**src/verilog/chiu_pkg.sv**
```systemverilog
// Constants for the channel handler interrupt unit
package chiu_pkg;
  // Register indices (byte address = 4 * index)
  localparam logic [3:0] ADDR_CTRL     = 4'h0;
  localparam logic [3:0] ADDR_STATUS   = 4'h1;
  localparam logic [3:0] ADDR_PERIPH   = 4'h2;
  localparam logic [3:0] ADDR_SANITY   = 4'h3;
  localparam logic [3:0] ADDR_GPT_LOAD = 4'h4;
  localparam logic [3:0] ADDR_SCH_LOAD = 4'h5;
  localparam logic [3:0] ADDR_ACK      = 4'h6;
  localparam logic [3:0] ADDR_BUSERR   = 4'h7;
  localparam logic [3:0] ADDR_EVLOG    = 4'h8;
  localparam logic [3:0] EVLOG_DEPTH   = 4'h8;
  // Control register bit positions
  localparam int CTRL_SAN_EN  = 0;
  localparam int CTRL_GPT_EN  = 1;
  localparam int CTRL_SCH_EN  = 2;
  // Peripheral interrupt register bit positions
  localparam int PI_ACT_SWITCH = 0;
  localparam int PI_FRAME_LOSS = 1;
  localparam int PI_LINK_CELL  = 2;
  localparam logic [7:0] PI_USED_MASK = 8'h07;
  localparam int NUM_LEVELS = 7;
  localparam int NUM_CELLS  = 4;
  // Sanity restart key
  localparam logic [31:0] SANITY_KEY = 32'h0000_005a;
  // Timing (50 MHz clock)
  localparam int CLK_MHZ          = 50;
  localparam int SANITY_STAGE_US  = 100;
  localparam int SANITY_STAGE_CYC = SANITY_STAGE_US * CLK_MHZ;
  localparam int BUS_TIMEOUT_US   = 2;
  localparam int BUS_TIMEOUT_CYC  = BUS_TIMEOUT_US * CLK_MHZ;
  localparam int FRAME_PERIOD_US  = 125;
  localparam int FRAME_WIN_CYC    = (FRAME_PERIOD_US * CLK_MHZ * 5) / 4;
  // Bus access states
  typedef enum logic [2:0]
  {
    BUS_IDLE = 3'b001,
    BUS_WAIT = 3'b010,
    BUS_TERM = 3'b100
  } chiu_bus_state_t;
endpackage

```
**src/verilog/chiu_top.sv**
```systemverilog
// Interrupt gathering, prioritising, sanity and bus response timers
`timescale 1ns/10ps
`default_nettype none
module chiu_top
(
  input  wire logic        mclk,
  input  wire logic        rst,
  input  wire logic [3:0]  reg_addr,
  input  wire logic [31:0] reg_wdata,
  input  wire logic        reg_wr,
  input  wire logic        reg_rd,
  output logic      [31:0] reg_rdata,
  input  wire logic        parity_read,
  input  wire logic        parity_err,
  input  wire logic        paddle_board_sc_irq,
  input  wire logic        paddle_board_host_irq,
  input  wire logic        paddle_board_term_irq,
  input  wire logic        activity_lead,
  input  wire logic        frame_pulse,
  input  wire logic [3:0]  cell_write,
  input  wire logic        bus_start,
  input  wire logic        bus_agent_ack,
  output logic             bus_error,
  input  wire logic        irq_ack,
  output logic      [2:0]  irq_level,
  output logic             irq_pending,
  output logic             sanity_reset
);
  // Pin synchronisers, two flops before any use
  logic [7:0] sync1_r;
  logic [7:0] sync2_r;
  logic [7:0] pins;
  assign pins = {cell_write, frame_pulse, activity_lead,
                 paddle_board_sc_irq | paddle_board_host_irq | paddle_board_term_irq,
                 1'b0};
  always_ff @(posedge mclk or posedge rst)
  begin
    if (rst)
    begin
      sync1_r <= 8'h00;
      sync2_r <= 8'h00;
    end
    else
    begin
      sync1_r <= pins;
      sync2_r <= sync1_r;
    end
  end
  wire logic       pb_s   = sync2_r[1];
  wire logic       act_s  = sync2_r[2];
  wire logic       fp_s   = sync2_r[3];
  wire logic [3:0] cell_s = sync2_r[7:4];
  function automatic logic wr_at(input logic [3:0] a);
    wr_at = reg_wr && (reg_addr == a);
  endfunction
  // Main state group
  logic [2:0]  ctrl_r,     ctrl_nxt;
  logic [7:0]  pi_r,       pi_nxt;
  logic        act_d_r,    act_d_nxt;
  logic        fp_d_r,     fp_d_nxt;
  logic [3:0]  cell_d_r,   cell_d_nxt;
  logic [13:0] fwin_r,     fwin_nxt;
  logic        fp_seen_r,  fp_seen_nxt;
  logic        stage_r,    stage_nxt;
  logic [12:0] san_cnt_r,  san_cnt_nxt;
  logic [6:0]  lvl_r,      lvl_nxt;
  logic [31:0] gpt_load_r, gpt_load_nxt;
  logic [31:0] gpt_cnt_r,  gpt_cnt_nxt;
  logic [31:0] sch_load_r, sch_load_nxt;
  logic [31:0] sch_cnt_r,  sch_cnt_nxt;
  logic        san_rst_r,  san_rst_nxt;
  logic [2:0]  ev_wp_r,    ev_wp_nxt;
  logic        ev_we;
  logic [7:0]  ev_wdata;
  logic        bus_to;
  always_comb
  begin
    ctrl_nxt     = ctrl_r;
    pi_nxt       = pi_r;
    act_d_nxt    = act_s;
    fp_d_nxt     = fp_s;
    cell_d_nxt   = cell_s;
    fwin_nxt     = fwin_r;
    fp_seen_nxt  = fp_seen_r;
    stage_nxt    = stage_r;
    san_cnt_nxt  = san_cnt_r;
    lvl_nxt      = lvl_r;
    gpt_load_nxt = gpt_load_r;
    gpt_cnt_nxt  = gpt_cnt_r;
    sch_load_nxt = sch_load_r;
    sch_cnt_nxt  = sch_cnt_r;
    san_rst_nxt  = 1'b0;
    ev_wp_nxt    = ev_wp_r;
    if (wr_at(chiu_pkg::ADDR_CTRL))
      ctrl_nxt = reg_wdata[2:0];
    if (wr_at(chiu_pkg::ADDR_GPT_LOAD))
    begin
      gpt_load_nxt = reg_wdata;
      gpt_cnt_nxt  = reg_wdata;
    end
    if (wr_at(chiu_pkg::ADDR_SCH_LOAD))
    begin
      sch_load_nxt = reg_wdata;
      sch_cnt_nxt  = reg_wdata;
    end
    if (wr_at(chiu_pkg::ADDR_PERIPH))
      pi_nxt = pi_r & ~reg_wdata[7:0];
    if (wr_at(chiu_pkg::ADDR_STATUS))
      lvl_nxt = lvl_r & ~reg_wdata[6:0];
    if (act_s != act_d_r)
      pi_nxt[chiu_pkg::PI_ACT_SWITCH] = 1'b1;
    if (fp_s && !fp_d_r)
    begin
      fwin_nxt    = 14'd0;
      fp_seen_nxt = 1'b1;
    end
    else if (fp_seen_r)
    begin
      if (fwin_r == 14'(chiu_pkg::FRAME_WIN_CYC - 1))
      begin
        pi_nxt[chiu_pkg::PI_FRAME_LOSS] = 1'b1;
        fp_seen_nxt                     = 1'b0;
      end
      else
        fwin_nxt = fwin_r + 14'd1;
    end
    if (|(cell_s & ~cell_d_r))
      pi_nxt[chiu_pkg::PI_LINK_CELL] = 1'b1;
    // Two-stage watchdog, kick restarts stage one
    if (!ctrl_nxt[chiu_pkg::CTRL_SAN_EN] ||
        (wr_at(chiu_pkg::ADDR_SANITY) && reg_wdata == chiu_pkg::SANITY_KEY))
    begin
      stage_nxt   = 1'b0;
      san_cnt_nxt = 13'd0;
    end
    else if (san_cnt_r == 13'(chiu_pkg::SANITY_STAGE_CYC - 1))
    begin
      san_cnt_nxt = 13'd0;
      if (!stage_r)
      begin
        stage_nxt = 1'b1;
        lvl_nxt[0] = 1'b1;
      end
      else
      begin
        stage_nxt   = 1'b0;
        san_rst_nxt = 1'b1;
      end
    end
    else
      san_cnt_nxt = san_cnt_r + 13'd1;
    if (parity_read && parity_err)
      lvl_nxt[1] = 1'b1;
    if (ctrl_r[chiu_pkg::CTRL_GPT_EN] && !wr_at(chiu_pkg::ADDR_GPT_LOAD))
    begin
      if (gpt_cnt_r == 32'h0000_0000)
      begin
        gpt_cnt_nxt = gpt_load_r;
        lvl_nxt[3]  = 1'b1;
      end
      else
        gpt_cnt_nxt = gpt_cnt_r - 32'h0000_0001;
    end
    if (ctrl_r[chiu_pkg::CTRL_SCH_EN] && !wr_at(chiu_pkg::ADDR_SCH_LOAD))
    begin
      if (sch_cnt_r == 32'h0000_0000)
      begin
        sch_cnt_nxt = sch_load_r;
        lvl_nxt[4]  = 1'b1;
      end
      else
        sch_cnt_nxt = sch_cnt_r - 32'h0000_0001;
    end
    lvl_nxt[2] = 1'b0;
    // Paddle board level follows its pins
    lvl_nxt[5] = pb_s;
    // Level seven held while any flag latched
    lvl_nxt[6] = |(pi_nxt & chiu_pkg::PI_USED_MASK);
    if (pi_nxt != pi_r)
      ev_wp_nxt = ev_wp_r + 3'd1;
  end
  // Log each change of the peripheral register; software can read only the write pointer
  assign ev_we    = (pi_nxt != pi_r);
  assign ev_wdata = pi_nxt;

  // Reset returns all state, sanity disabled
  always_ff @(posedge mclk or posedge rst)
  begin
    if (rst)
    begin
      ctrl_r     <= 3'b000;
      pi_r       <= 8'h00;
      act_d_r    <= 1'b0;
      fp_d_r     <= 1'b0;
      cell_d_r   <= 4'h0;
      fwin_r     <= 14'd0;
      fp_seen_r  <= 1'b0;
      stage_r    <= 1'b0;
      san_cnt_r  <= 13'd0;
      lvl_r      <= 7'h00;
      gpt_load_r <= 32'h0000_0000;
      gpt_cnt_r  <= 32'h0000_0000;
      sch_load_r <= 32'h0000_0000;
      sch_cnt_r  <= 32'h0000_0000;
      san_rst_r  <= 1'b0;
      ev_wp_r    <= 3'd0;
    end
    else
    begin
      ctrl_r     <= ctrl_nxt;
      pi_r       <= pi_nxt;
      act_d_r    <= act_d_nxt;
      fp_d_r     <= fp_d_nxt;
      cell_d_r   <= cell_d_nxt;
      fwin_r     <= fwin_nxt;
      fp_seen_r  <= fp_seen_nxt;
      stage_r    <= stage_nxt;
      san_cnt_r  <= san_cnt_nxt;
      lvl_r      <= lvl_nxt;
      gpt_load_r <= gpt_load_nxt;
      gpt_cnt_r  <= gpt_cnt_nxt;
      sch_load_r <= sch_load_nxt;
      sch_cnt_r  <= sch_cnt_nxt;
      san_rst_r  <= san_rst_nxt;
      ev_wp_r    <= ev_wp_nxt;
    end
  end
  assign sanity_reset = san_rst_r;
  // Bus response timer group
  chiu_pkg::chiu_bus_state_t bst_r, bst_nxt;
  logic [6:0] bcnt_r, bcnt_nxt;
  always_comb
  begin
    bst_nxt  = bst_r;
    bcnt_nxt = bcnt_r;
    bus_to   = 1'b0;
    case (bst_r)
      chiu_pkg::BUS_IDLE:
      begin
        bcnt_nxt = 7'd0;
        if (bus_start && !bus_agent_ack)
          bst_nxt = chiu_pkg::BUS_WAIT;
      end
      chiu_pkg::BUS_WAIT:
      begin
        if (bus_agent_ack)
          bst_nxt = chiu_pkg::BUS_IDLE;
        else if (bcnt_r == 7'(chiu_pkg::BUS_TIMEOUT_CYC - 1))
          bst_nxt = chiu_pkg::BUS_TERM;
        else
          bcnt_nxt = bcnt_r + 7'd1;
      end
      chiu_pkg::BUS_TERM:
      begin
        bus_to  = 1'b1;
        bst_nxt = chiu_pkg::BUS_IDLE;
      end
      default:
        bst_nxt = chiu_pkg::BUS_IDLE;
    endcase
  end
  always_ff @(posedge mclk or posedge rst)
  begin
    if (rst)
    begin
      bst_r  <= chiu_pkg::BUS_IDLE;
      bcnt_r <= 7'd0;
    end
    else
    begin
      bst_r  <= bst_nxt;
      bcnt_r <= bcnt_nxt;
    end
  end
  assign bus_error = bus_to;
  logic [2:0] enc;
  always_comb
  begin
    enc = 3'd0;
    for (int i = chiu_pkg::NUM_LEVELS - 1; i >= 0; i--)
      if (lvl_r[i])
        enc = 3'(i + 1);
  end
  // Ack of level seven leaves the peripheral register for polling
  assign irq_level   = enc;
  assign irq_pending = (enc != 3'd0) && !irq_ack;
  // Event log memory
  logic [7:0] ev_rdata;
  chiu_evlog_mem u_evlog
  (
    .mclk  (mclk),
    .we    (ev_we),
    .waddr (ev_wp_r),
    .wdata (ev_wdata),
    .raddr (reg_wdata[2:0]),
    .rdata (ev_rdata)
  );
  // Read port, data one cycle after the strobe
  logic        rd_r;
  logic [31:0] rd_hold_r, rd_hold_nxt;
  always_comb
  begin
    case (reg_addr)
      chiu_pkg::ADDR_CTRL:     rd_hold_nxt = {29'd0, ctrl_r};
      chiu_pkg::ADDR_STATUS:   rd_hold_nxt = {24'd0, stage_r, lvl_r};
      chiu_pkg::ADDR_PERIPH:   rd_hold_nxt = {24'd0, pi_r};
      chiu_pkg::ADDR_GPT_LOAD: rd_hold_nxt = gpt_cnt_r;
      chiu_pkg::ADDR_SCH_LOAD: rd_hold_nxt = sch_cnt_r;
      chiu_pkg::ADDR_ACK:      rd_hold_nxt = {29'd0, enc};
      chiu_pkg::ADDR_BUSERR:   rd_hold_nxt = {29'd0, bst_r};
      chiu_pkg::ADDR_EVLOG:    rd_hold_nxt = {29'd0, ev_wp_r};
      default:                 rd_hold_nxt = 32'h0000_0000;
    endcase
  end
  always_ff @(posedge mclk or posedge rst)
  begin
    if (rst)
    begin
      rd_r      <= 1'b0;
      rd_hold_r <= 32'h0000_0000;
    end
    else
    begin
      rd_r      <= reg_rd;
      rd_hold_r <= rd_hold_nxt;
    end
  end
  assign reg_rdata = !rd_r ? 32'h0000_0000 : rd_hold_r;
  logic unused_ok;
  assign unused_ok = ^{ev_rdata, sync2_r[0]};
endmodule
`default_nettype wire

```
**src/verilog/chiu_evlog_mem.sv**
```systemverilog
// Small event log memory with registered read data
`timescale 1ns/10ps
`default_nettype none
module chiu_evlog_mem
(
  input  wire logic       mclk,
  input  wire logic       we,
  input  wire logic [2:0] waddr,
  input  wire logic [7:0] wdata,
  input  wire logic [2:0] raddr,
  output logic      [7:0] rdata
);
  logic [7:0] mem [0:7];
  // No reset: contents are only meaningful once written
  always_ff @(posedge mclk)
  begin
    if (we)
    begin
      mem[waddr] <= wdata;
    end
    rdata <= mem[raddr];
  end
endmodule
`default_nettype wire

```
**config.mk**
```make
export PLATFORM = sky130hd
export DESIGN_NAME = chiu_top
export DESIGN_NICKNAME = d
export VERILOG_FILES = /design/src/verilog/chiu_pkg.sv /design/src/verilog/chiu_top.sv /design/src/verilog/chiu_evlog_mem.sv
export SDC_FILE = /design/constraint.sdc
export NUM_CORES = 1
export LEC_CHECK = 0
export BUFFER_PORTS_ARGS = -buffer_cell sky130_fd_sc_hd__buf_2
export CAP_MARGIN = 20
export CORE_AREA = 3 3 152 154
export CTS_CLUSTER_SIZE = 28
export DETAILED_ROUTE_END_ITERATION = 7
export DIE_AREA = 0 0 155 157
export GPL_TIMING_DRIVEN = 0
export HOLD_SLACK_MARGIN = 0.12
export PLACE_DENSITY_LB_ADDON = 0.12
export SLEW_MARGIN = 30
export SYNTH_ARGS = -nofsm -noshare
export SYNTH_HDL_FRONTEND = slang
export SYNTH_SLANG_ARGS = --single-unit
```
**constraint.sdc**
```tcl
create_clock -name mclk -period 7.35 [get_ports mclk]
set_clock_uncertainty 0.1 [all_clocks]
set_input_delay 0.3675 -clock mclk [delete_from_list [all_inputs] [get_ports mclk]]
set_output_delay 0.3675 -clock mclk [all_outputs]
set_load 0.01 [all_outputs]
```
After elaboration in Yosys (flattened, before gate mapping)
Index checks and enable logic that the tools add are counted.
{"block": "totals", "reg_bits": 241, "elab_cells": 147, "output_inout_bits": 38, "input_bits": 54}
{"block": "classes", "n_mux": 52, "bitwise_logic": 8, "n_eq_ne": 22, "addsub": 6, "n_reduce_logical": 35}
{"op": "$pmux W32 S8", "count": 1}
{"op": "$mux W32", "count": 7}
{"op": "$logic_not A32 Y1", "count": 2}
{"op": "$sub A32 B1 Y32 const B", "count": 2}
{"op": "$mux W14", "count": 3}
{"op": "$eq A32 B7 Y1 const B", "count": 1}
{"op": "$mux W3", "count": 9}
{"op": "$mux W13", "count": 2}
{"op": "$mux W1", "count": 24}
{"op": "$eq A4 B3 Y1 const B", "count": 4}
{"op": "$add A14 B1 Y14 const B", "count": 1}
{"op": "$eq A14 B13 Y1 const B", "count": 1}
{"op": "$mux W7", "count": 2}
{"op": "$pmux W7 S2", "count": 1}
{"op": "$add A13 B1 Y13 const B", "count": 1}
{"op": "$eq A13 B13 Y1 const B", "count": 1}
{"op": "$logic_and A1 B1 Y1", "count": 13}
{"op": "$reduce_bool A2 Y1", "count": 6}
{"op": "$and A8 B8 Y8", "count": 1}
{"op": "$eq A4 B2 Y1 const B", "count": 2}
{"op": "$mux W8", "count": 1}
{"op": "$ne A2 B2 Y1 const B", "count": 4}
{"op": "$ne A8 B8 Y1", "count": 1}
{"op": "$not A8 Y8", "count": 1}
{"op": "other kinds (25)", "count": 32}

Longest topological paths before layout
Gate-level depths: netlist (run 1).
{"block": "depth", "ltp_word": 8, "ltp_mapped": 9, "mapped_depth_nobuf": 8}

Worst setup path before layout (run 1)
No wires, ideal clock.
{"block": "synth_path", "path_type": "reg-to-reg", "startpoint": "register gpt_cnt_r[11]", "endpoint": "register gpt_cnt_r[31]", "arrival_time_ns": 2.403, "path_buffers": 1, "period_less_slack_ns": 2.630, "required_time_ns": 7.123, "setup_ns": 0.127, "path_stages_with_launch": 8, "path_slack_ns": 4.720, "path_cell_list": "dfrtp_1 > or4_4 > or4_4 > buf_6 > or3_4 > nor4_4 > xnor2_1 > o21ai_2"}
{"block": "synth_between", "elab_chain_len": 3, "word_cells_on_any_way": 4, "classes_between": "add/sub (1); mux (2); reduce/logical (1)"}
{"item": "start: declaration", "line": "chiu_top.sv:68", "source": "logic [31:0] gpt_cnt_r, gpt_cnt_nxt;"}
{"item": "start signal: assignment", "line": "chiu_top.sv:221", "source": "gpt_cnt_r <= gpt_cnt_nxt;"}
{"item": "$sub A32 B1 Y32 / $logic_not A32 Y1 (equally long branches)", "line": "chiu_top.sv:162, chiu_top.sv:156"}
{"item": "$mux W32 (*)", "line": "chiu_top.sv:156", "source": "if (gpt_cnt_r == 32'h0000_0000)"}
{"item": "$mux W32 (*)", "line": "chiu_top.sv:154", "source": "if (ctrl_r[chiu_pkg::CTRL_GPT_EN] && !wr_at(chiu_pkg::ADDR_GPT_LOAD))"}
Mark *: on every way between the ends. The rest lies on a longest branch, timed or not.
A chain may end at the register's enable or synchronous reset.

Final worst setup path (run 1)
{"block": "layout_path", "startpoint": "register sch_cnt_r[25]", "endpoint": "register sch_cnt_r[23]"}
{"block": "layout_between", "elab_chain_len": 3}
{"item": "start: declaration", "line": "chiu_top.sv:70", "source": "logic [31:0] sch_cnt_r, sch_cnt_nxt;"}
{"item": "start signal: assignment", "line": "chiu_top.sv:223", "source": "sch_cnt_r <= sch_cnt_nxt;"}
{"item": "$logic_not A32 Y1", "line": "chiu_top.sv:166", "source": "if (sch_cnt_r == 32'h0000_0000)"}
{"item": "$mux W32", "line": "chiu_top.sv:166"}
{"item": "$mux W32", "line": "chiu_top.sv:164", "source": "if (ctrl_r[chiu_pkg::CTRL_SCH_EN] && !wr_at(chiu_pkg::ADDR_SCH_LOAD))"}
No other way between the ends.

==> results of run 1 <==
[state kept, by name, summed over array words and instances (netlist names), 8 cells and up]
register and flops:
sch_load_r 32, fwin_r 14, sch_cnt_r 32, san_cnt_r 13, rd_hold_r 32, pi_r 8
gpt_cnt_r 32, gpt_load_r 32
[worst max-delay path: cells and delay by family (launching register included)]
kind / cells / cell delay [ps]
AOI/OAI and AO/OA: 2 / 240
buffers and inverters: 2 / 700
DFF: 1 / 360
and+or+nand+nor: 4 / 1800
[stage by stage]
stage | instance area (um^2) | total power [mW]
after floorplan | 11700 | 2.61
after CTS | 14100 | 4.49
after global routing | 14100 | 4.73
after detailed placement | 12600 | 2.97
final | 14100 | 4.51
after global placement | 12500 | 2.94
[layer usage]
layer	GRT usage	up-vias	part of all wire	wire length, um
met5	0	-	0.00032	11
met4	0.0870	2	0.028	971
met3	0.0531	66	0.075	2580
met2	0.437	367	0.46	15800
met1	0.402	4866	0.44	15000
li1	-	4648	-	-
[worst max-delay path by stage]
stage,from,cells past startpoint,slack (ps),end
final,sch_cnt_r[25],8,4070,sch_cnt_r[23]
after floorplan,rst,1,270,act_d_r
after detailed placement,sch_cnt_r[25],8,4110,sch_cnt_r[23]
after CTS,sch_cnt_r[25],8,4090,sch_cnt_r[23]
after global routing,sch_cnt_r[25],8,3830,sch_cnt_r[29]
after global placement,rst,2,-2480,rd_hold_r[8]
[layout by cell type (no fill, tap or decap), types with 6 or more instances in the layout]
master,Yosys,final
o31ai_1,10,10
and3_1,7,7
nor4_1,19,19
nand4_1,18,18
dfrtp_1,240,240
nor2_1,74,74
nor2b_1,13,13
ha_1,8,8
xnor2_1,41,41
buf_1,6,6
or3_1,7,7
a22oi_1,10,10
o21ai_0,63,63
or4_1,8,8
a222oi_1,7,7
and2_1,36,36
a22o_1,65,65
clkbuf_8,0,8
clkbuf_1,55,58
dlygate4sd3_1,0,48
nand2b_1,10,10
clkbuf_16,0,27
a21oi_1,56,56
nor4b_1,6,6
o211ai_1,9,9
buf_2,1,92
nand3_1,21,21
mux2i_1,12,12
inv_1,18,17
nor3_1,25,25
nand2_1,253,253
xor2_1,43,43
[what timing repair did]
item                      in CTS  in global routing
buffers inserted               0                  0
hold endpoints to repair     145                  0
gates resized for setup        0                  0
hold buffers                  48                  0
[cells by family (layout without fill, tap and decap cells)]
logic type	after synthesis	after routing	share of synthesized area
simple gates	529	529	0.217
compound gates	264	264	0.155
flops	241	241	0.515
xor+xnor	84	84	0.0628
buf+inv	82	273	0.0276
mux	16	16	0.0141
fa+ha+maj	8	8	0.00854
[power by group through the flow]
stage	registers (mW)	logic (mW)	clock network (mW)
3_5_place_dp	1.96	1.02	0
2_1_floorplan	1.83	0.782	0
6_report	1.95	1.05	1.51
5_1_grt	1.99	1.18	1.57
4_1_cts	1.94	1.04	1.52
3_3_place_gp	1.95	0.988	0
[cell type report]
class	instances	area, um^2	share of cell area
clock buffers	38	797	0.0566
plain buffers	64	256	0.0182
inverters	18	75.1	0.00533
repair buffers	141	991	0.0704
multi-input cells	901	5370	0.381
well taps	280	350	0.0249
clock inverters	12	206	0.0147
flip-flops and latches	241	6030	0.429
==> results.toml, run 1 <==
[run_status]
outcome = "complete, no violations"

[hold_path]
hold-path-endpoint = "pi_r[2]"
hp-class = "in2reg"
min_from = "reg_wr"
hold_depth = 4

[yosys]
ys_ff_latch = 241
synth_edf_count = 0
yosys_warnings = 0
synth_area_leaders = "dfrtp_1, nand2_1, a22o_1"
synth_top_area_share = 0.512
synth_area_um2 = 11700
synth-async-reset-ratio = 1.00
synthCells = 1224
syn_avg_cell_area_um2 = 9.58
synth_ff_type = "dfrtp_1"
synth.yosys.seq_area_share = 0.515
ys_types = 71
synth_fp_nets = 1286
yosysTopAreaCell = "dfrtp_1"
synthTopCellsByCount = "nand2_1, dfrtp_1, nor2_1"
yosysMostFrequentCell = "nand2_1"

[sta]
layout_setup_ws_ps = 4070
fmax_mhz = 305
tns_ps = 0
rsz0062_at_grt = "no"
drv_slew = 0
setup_viol = 0
hold_viol_final = 0
post-route-period-util = 0.447
slew_headroom = 0.412
period_minus_slack_ps = 3280
hold_ws_ps = 167
tightest_slew_ps = 880

[power]
intPower_mw = 3.00
irDropWorstVdd_mv = 0.209
leakage_nw = 6.46
power.clock.fraction = 0.334
p_comb_frac = 0.233
switching_share = 0.335
power.switching_mw = 1.51
power-per-cell-area_nw_per_um2 = 320
pwr-share-seq = 0.434

[setup_path]
crit_path_end_kind = "flop"
worst_path_largest_cell_delay_ps = 610
cp_slowest_cell = "or4_1"
rrSetupSlack_ps = 4070
reg2reg_to = "sch_cnt_r[23]"
required_ps = 7710
crit_chain = "clkbuf_1 > or4_1 > nor3_1 > nand4_1 > nor3_1 > clkbuf_1 > a21oi_1 > o21ai_0"
critPathLaunchType = "flop"
crit_type = "reg2reg"
regToRegStartpoint = "sch_cnt_r[25]"
crit_fanout = 10
worstPathArrival_ps = 3640
rr_worst_depth = 8

[route]
drc = 0
via_per_inst = 5.87
wl_um = 34400
wl_per_cell_um = 20.3
routed-via-count = 9949
drt_iter0_markers = 906
drt_pass1_iterations = 8
ant_nets = 0

[grt]
grt_max_degree = 94
grt_pass1_vias = 9646
grt_first_pass_wirelength_um = 53800
gr-total-overflow = 0
grt.total_usage = 0.280
antenna_found_initial = 1

[clock_network]
numCtsBuffers = 27
cts.sinks = 241
clk_pin_slew_ps = 60
cts_max_level = 1
cts_buffer_depth = 3
cts_root_buffer = "clkbuf_16"
cts_tree = "done"
clk_latency_ps = 550

[floorplanning]
fp.dieArea_um2 = 24300
io_pins = 92
rows = 54
core_um2 = 21800
start_util = 0.537
fp.dieW_um = 155
die_y_um = 157

[final_layout]
num-nets-final = 1456
area_growth_pct = 20.1
drive_gt1_frac = 0.118
fillers = 1848
final_util = 0.645
n_antenna_cell = 0
final_cells = 1695

[placement]
hpwl_um = 23700
place_ws_ps = 4110
io_buffers = 91
gp_congestion = 0.882
place_inst = 1597

[flow_run]
cap_violations = 0
(Power assumes the default switching activity.)
==> run 2: changes to the inputs <==
clock period = 2.9 ns   (was 7.35 ns; I/O delays follow)
==> results.toml, run 2 (synthesis gave the netlist of run 1 again) <==
[route]
via_per_inst = 5.93
drt_iter0_markers = 850
routed-via-count = 10127
wl_um = 34400
ant_nets = 0
wl_per_cell_um = 20.1
drc = 0
drt_pass1_iterations = 5

[setup_path]
crit_path_start = "gpt_cnt_r[3]"
crit_type = "reg2reg"
worstPathArrival_ps = 3150
regToRegStartpoint = "gpt_cnt_r[3]"
critPathLaunchType = "flop"
crit_path_end_kind = "flop"
crit_fanout = 6
required_ps = 3210

[clock_network]
cts_root_buffer = "clkbuf_16"
cts_tree = "done"
clk_latency_ps = 540
clk_pin_slew_ps = 60
numCtsBuffers = 27
cts.sinks = 241
cts_max_level = 1
cts_buffer_depth = 3

[floorplanning]
die_y_um = 157
fp.dieW_um = 155
fp.dieArea_um2 = 24300
rows = 54
io_pins = 92
start_util = 0.537
core_um2 = 21800

[final_layout]
design_area_um2 = 14300
area_growth_pct = 22.0
final_cells = 1709
fillers = 1803
layout_common_cells = "nand2_1, dfrtp_1, buf_2"
final_common_cell = "nand2_1"
num-nets-final = 1470
drive_gt1_frac = 0.137
final_util = 0.655
n_antenna_cell = 0

[placement]
place_ws_ps = -352
hpwl_um = 24300
place_inst = 1604
io_buffers = 91
gp_congestion = 0.898
dpl_cell_area_um2 = 12700

[sta]
period_minus_slack_ps = 2830
tns_ps = 0
hold_viol_final = 0
slew_headroom = 0.464
drv_slew = 0
rsz0062_at_grt = "no"
hold_ws_ps = 149
setup_viol = 0
fmax_mhz = 353
post-route-period-util = 0.976
layout_setup_ws_ps = 68.2
tightest_slew_ps = 802

[power]
leakage_nw = 6.60
finalPower_mw = 11.4
power-per-cell-area_nw_per_um2 = 796
irDropWorstVdd_mv = 0.482

[grt]
antenna_found_initial = 0
grt_pass1_vias = 9773
grt_max_degree = 32
grt.total_usage = 0.284
grt_first_pass_wirelength_um = 54500
gr-total-overflow = 0

[hold_path]
min_from = "cell_write[0]"
hp-class = "in2reg"

[run_status]
outcome = "complete, no violations"

[flow_run]
cap_violations = 0
[run 2: worst paths after layout]
path / endpoint / slack (ps) / cells past startpoint
max: gpt_cnt_r[31] / 70 / 7
min: sync1_r[4] / 150 / 2
max reg2reg: gpt_cnt_r[31] / 70 / 7
min reg2reg: sync2_r[1] / 240 / 0
max in group asynchronous: sch_cnt_r[7] / 860 / 9
min in group asynchronous: san_cnt_r[9] / 570 / 4
[run 2: power by group]
group | total (mW) | internal [mW] | switching (mW)
clock | 3.70 | 2.30 | 1.41
sequential | 4.95 | 4.05 | 0.907
combinational | 2.72 | 1.23 | 1.49
total | 11.4 | 7.57 | 3.81
[run 2: repair_timing]
action                     in CTS  in global routing
gates cloned                    0                  0
pin swaps                       1                  0
hold buffers                   54                  0
setup endpoints to repair      53                121
hold endpoints to repair      297                  0
resized for setup               9                 13
buffers inserted                2                  0
[run 2: critical path, cell delays in order, from the launching register on]
cell     delay (ps)
dfrtp_1         460
or4_1           690
or4_4           470
buf_6           150
or3_4           370
nor4_4          250
xnor2_1         160
o21ai_2          60
[run 2: routing by layer]
metal  GRT usage  part of all wire  vias to the layer above
met4      0.0820             0.030                        0
met1       0.404              0.43                     4977
met2       0.448              0.46                      399
met3      0.0528             0.084                       66
li1            -                 -                     4685
met5      0.0119                 0                        -
[run 2: final cells by class]
class                           count  area, um^2  area share
Clock inverter                     11         165      0.0116
Timing Repair Buffer              156        1190      0.0833
Clock buffer                       39         811      0.0567
Multi-Input combinational cell    901        5410       0.378
Inverter                           18        71.3     0.00499
Sequential cell                   241        6030       0.422
Buffer                             63         267      0.0186
Tap cell                          280         350      0.0245
==> run 3: changes to the inputs <==
ABC_AREA = 1   (was not set)
CORE_AREA = 3 3 157 159   (was 3 3 152 154)
DIE_AREA = 0 0 160 162   (was 0 0 155 157)
==> results.toml, run 3 <==
[run_status]
outcome = "complete, no violations"

[route]
drt_pass1_iterations = 5
drc = 0
wl_um = 38900
wl_per_cell_um = 17.4
drt_iter0_markers = 1004
ant_nets = 0
routed-via-count = 12084
via_per_inst = 5.41

[yosys]
synth_xor_area_frac = 0.0296
synthCells = 1705
ys_ff_latch = 241
ys_types = 42
synth_top_family_by_area = "simple AND/OR/NAND/NOR gates"
synth_area_leaders = "dfrtp_1, nand2_1, inv_1"
synth-simple-area-share = 0.311
synth.yosys.seq_area_share = 0.473
synth_top_area_share = 0.471
synth_fp_nets = 1767
syn_avg_cell_area_um2 = 7.47
synthMuxAreaShare = 0
synth_edf_count = 0
yosysTopAreaCell = "dfrtp_1"
synth_ff_type = "dfrtp_1"
yosysMostFrequentCell = "nand2_1"
synth_compound_area_frac = 0.0870
synth-async-reset-ratio = 1.00
yosys_warnings = 0
synthAdderAreaFrac = 0.00786
synthTopCellsByCount = "nand2_1, inv_1, dfrtp_1"
synth_area_um2 = 12700

[setup_path]
crit_path_end_kind = "flop"
required_ps = 3200
worstPathArrival_ps = 3000
crit_type = "in2reg"
critPathLaunchType = "input pin"
crit_fanout = 10

[sta]
setup_viol = 0
post-route-period-util = 0.931
drv_slew = 0
slew_headroom = 0.551
fmax_mhz = 370
hold_viol_final = 0
tightest_slew_ps = 673
period_minus_slack_ps = 2700
hold_ws_ps = 154
rsz0062_at_grt = "no"

[final_layout]
n_antenna_cell = 0
final_common_cell = "nand2_1"
drive_gt1_frac = 0.107
design_area_um2 = 15300
fillers = 2058
num-nets-final = 1955
layout_common_cells = "nand2_1, inv_1, dfrtp_1"
area_growth_pct = 20.1

[flow_run]
cap_violations = 0

[placement]
dpl_cell_area_um2 = 13800
hpwl_um = 29200
gp_congestion = 0.942
io_buffers = 90

[floorplanning]
rows = 56
die_y_um = 162
fp.dieW_um = 160
start_util = 0.544
fp.dieArea_um2 = 25900
core_um2 = 23400
io_pins = 92

[grt]
grt_first_pass_wirelength_um = 61100
gr-total-overflow = 0
grt_pass1_vias = 11611
grt_max_degree = 31
grt.total_usage = 0.297
antenna_found_initial = 0

[power]
irDropWorstVdd_mv = 0.518
leakage_nw = 7.95
power-per-cell-area_nw_per_um2 = 806
finalPower_mw = 12.3

[clock_network]
cts.sinks = 241
clk_pin_slew_ps = 60
clk_latency_ps = 540
cts_max_level = 1
post_cts_buffers = 0
cts_root_buffer = "clkbuf_16"
cts_buffer_depth = 3
numCtsBuffers = 27
cts_tree = "done"

[hold_path]
hp-class = "in2reg"
## run 3: path summary, 6_finish.rpt
| kind | from | end | slack [ps] | depth (start not counted) |
|---|---|---|---|---|
| max | reg_addr[3] | gpt_cnt_r[4] | 200 | 11 |
| min | cell_write[1] | sync1_r[5] | 150 | 2 |
| max reg2reg | bst_r[0] | bst_r[0] | 370 | 8 |
| min reg2reg | sync1_r[6] | sync2_r[6] | 240 | 0 |
| max in group asynchronous | rst | gpt_cnt_r[25] | 1220 | 7 |
| min in group asynchronous | rst | fwin_r[9] | 600 | 4 |
## run 3: logic make-up (layout without fill, tap and decap cells)
| kind of cell | Yosys count | in the layout |
|---|---|---|
| simple gates | 911 | 911 |
| flops | 241 | 241 |
| xor+xnor | 43 | 43 |
| buf+inv | 297 | 506 |
| fa+ha+maj | 8 | 8 |
| compound gates | 205 | 205 |
## run 3: timing repair
item | in CTS | in global routing
endpoints found under the setup margin | 0 | 10
hold endpoints to repair | 316 | 0
hold buffers | 60 | 0
resized for setup | 0 | 2
## run 3: cell type report
class                   count  area (um^2)  area share
flip-flops and latches    241         6030       0.394
multi-input cells        1167         5550       0.363
repair buffers            159         1240      0.0810
inverters                 257          968      0.0633
clock buffers              36          759      0.0496
well taps                 319          399      0.0261
plain buffers              40          198      0.0129
clock inverters            14          155      0.0101
## run 3: per-layer routing
layer	up-vias	global-route usage	wire, um
li1	5799	-	-
met1	5636	0.391	16100
met2	527	0.479	17600
met3	122	0.0571	3200
met4	0	0.135	1950
met5	-	0	0
## run 3: report_power, final
group	total [mW]	internal [mW]	switching [mW]
Sequential	4.72	4.09	0.632
Clock	3.51	2.11	1.41
Combinational	4.10	1.35	2.75
Total	12.3	7.54	4.79
## run 3: critical path, stage by stage
cell	delay, ps
dlygate4sd3_1	520
buf_2	150
inv_1	70
nand2_1	100
dlygate4sd3_1	580
inv_1	120
nand3_2	310
nand2_1	360
clkbuf_2	350
o21ai_0	110
nand3b_1	180
## run 3: metrics by stage
stage	setup TNS [ps]	utilization	worst slack, ps	instances
2_1_floorplan	-121440	-	-506	1705
4_1_cts	0	0.654	145	2233
3_5_place_dp	0	0.589	518	2123
6_report	0	0.654	199	2233
3_3_place_gp	-476370	0.581	-2000	2114
5_1_grt	0	0.654	81.0	2233
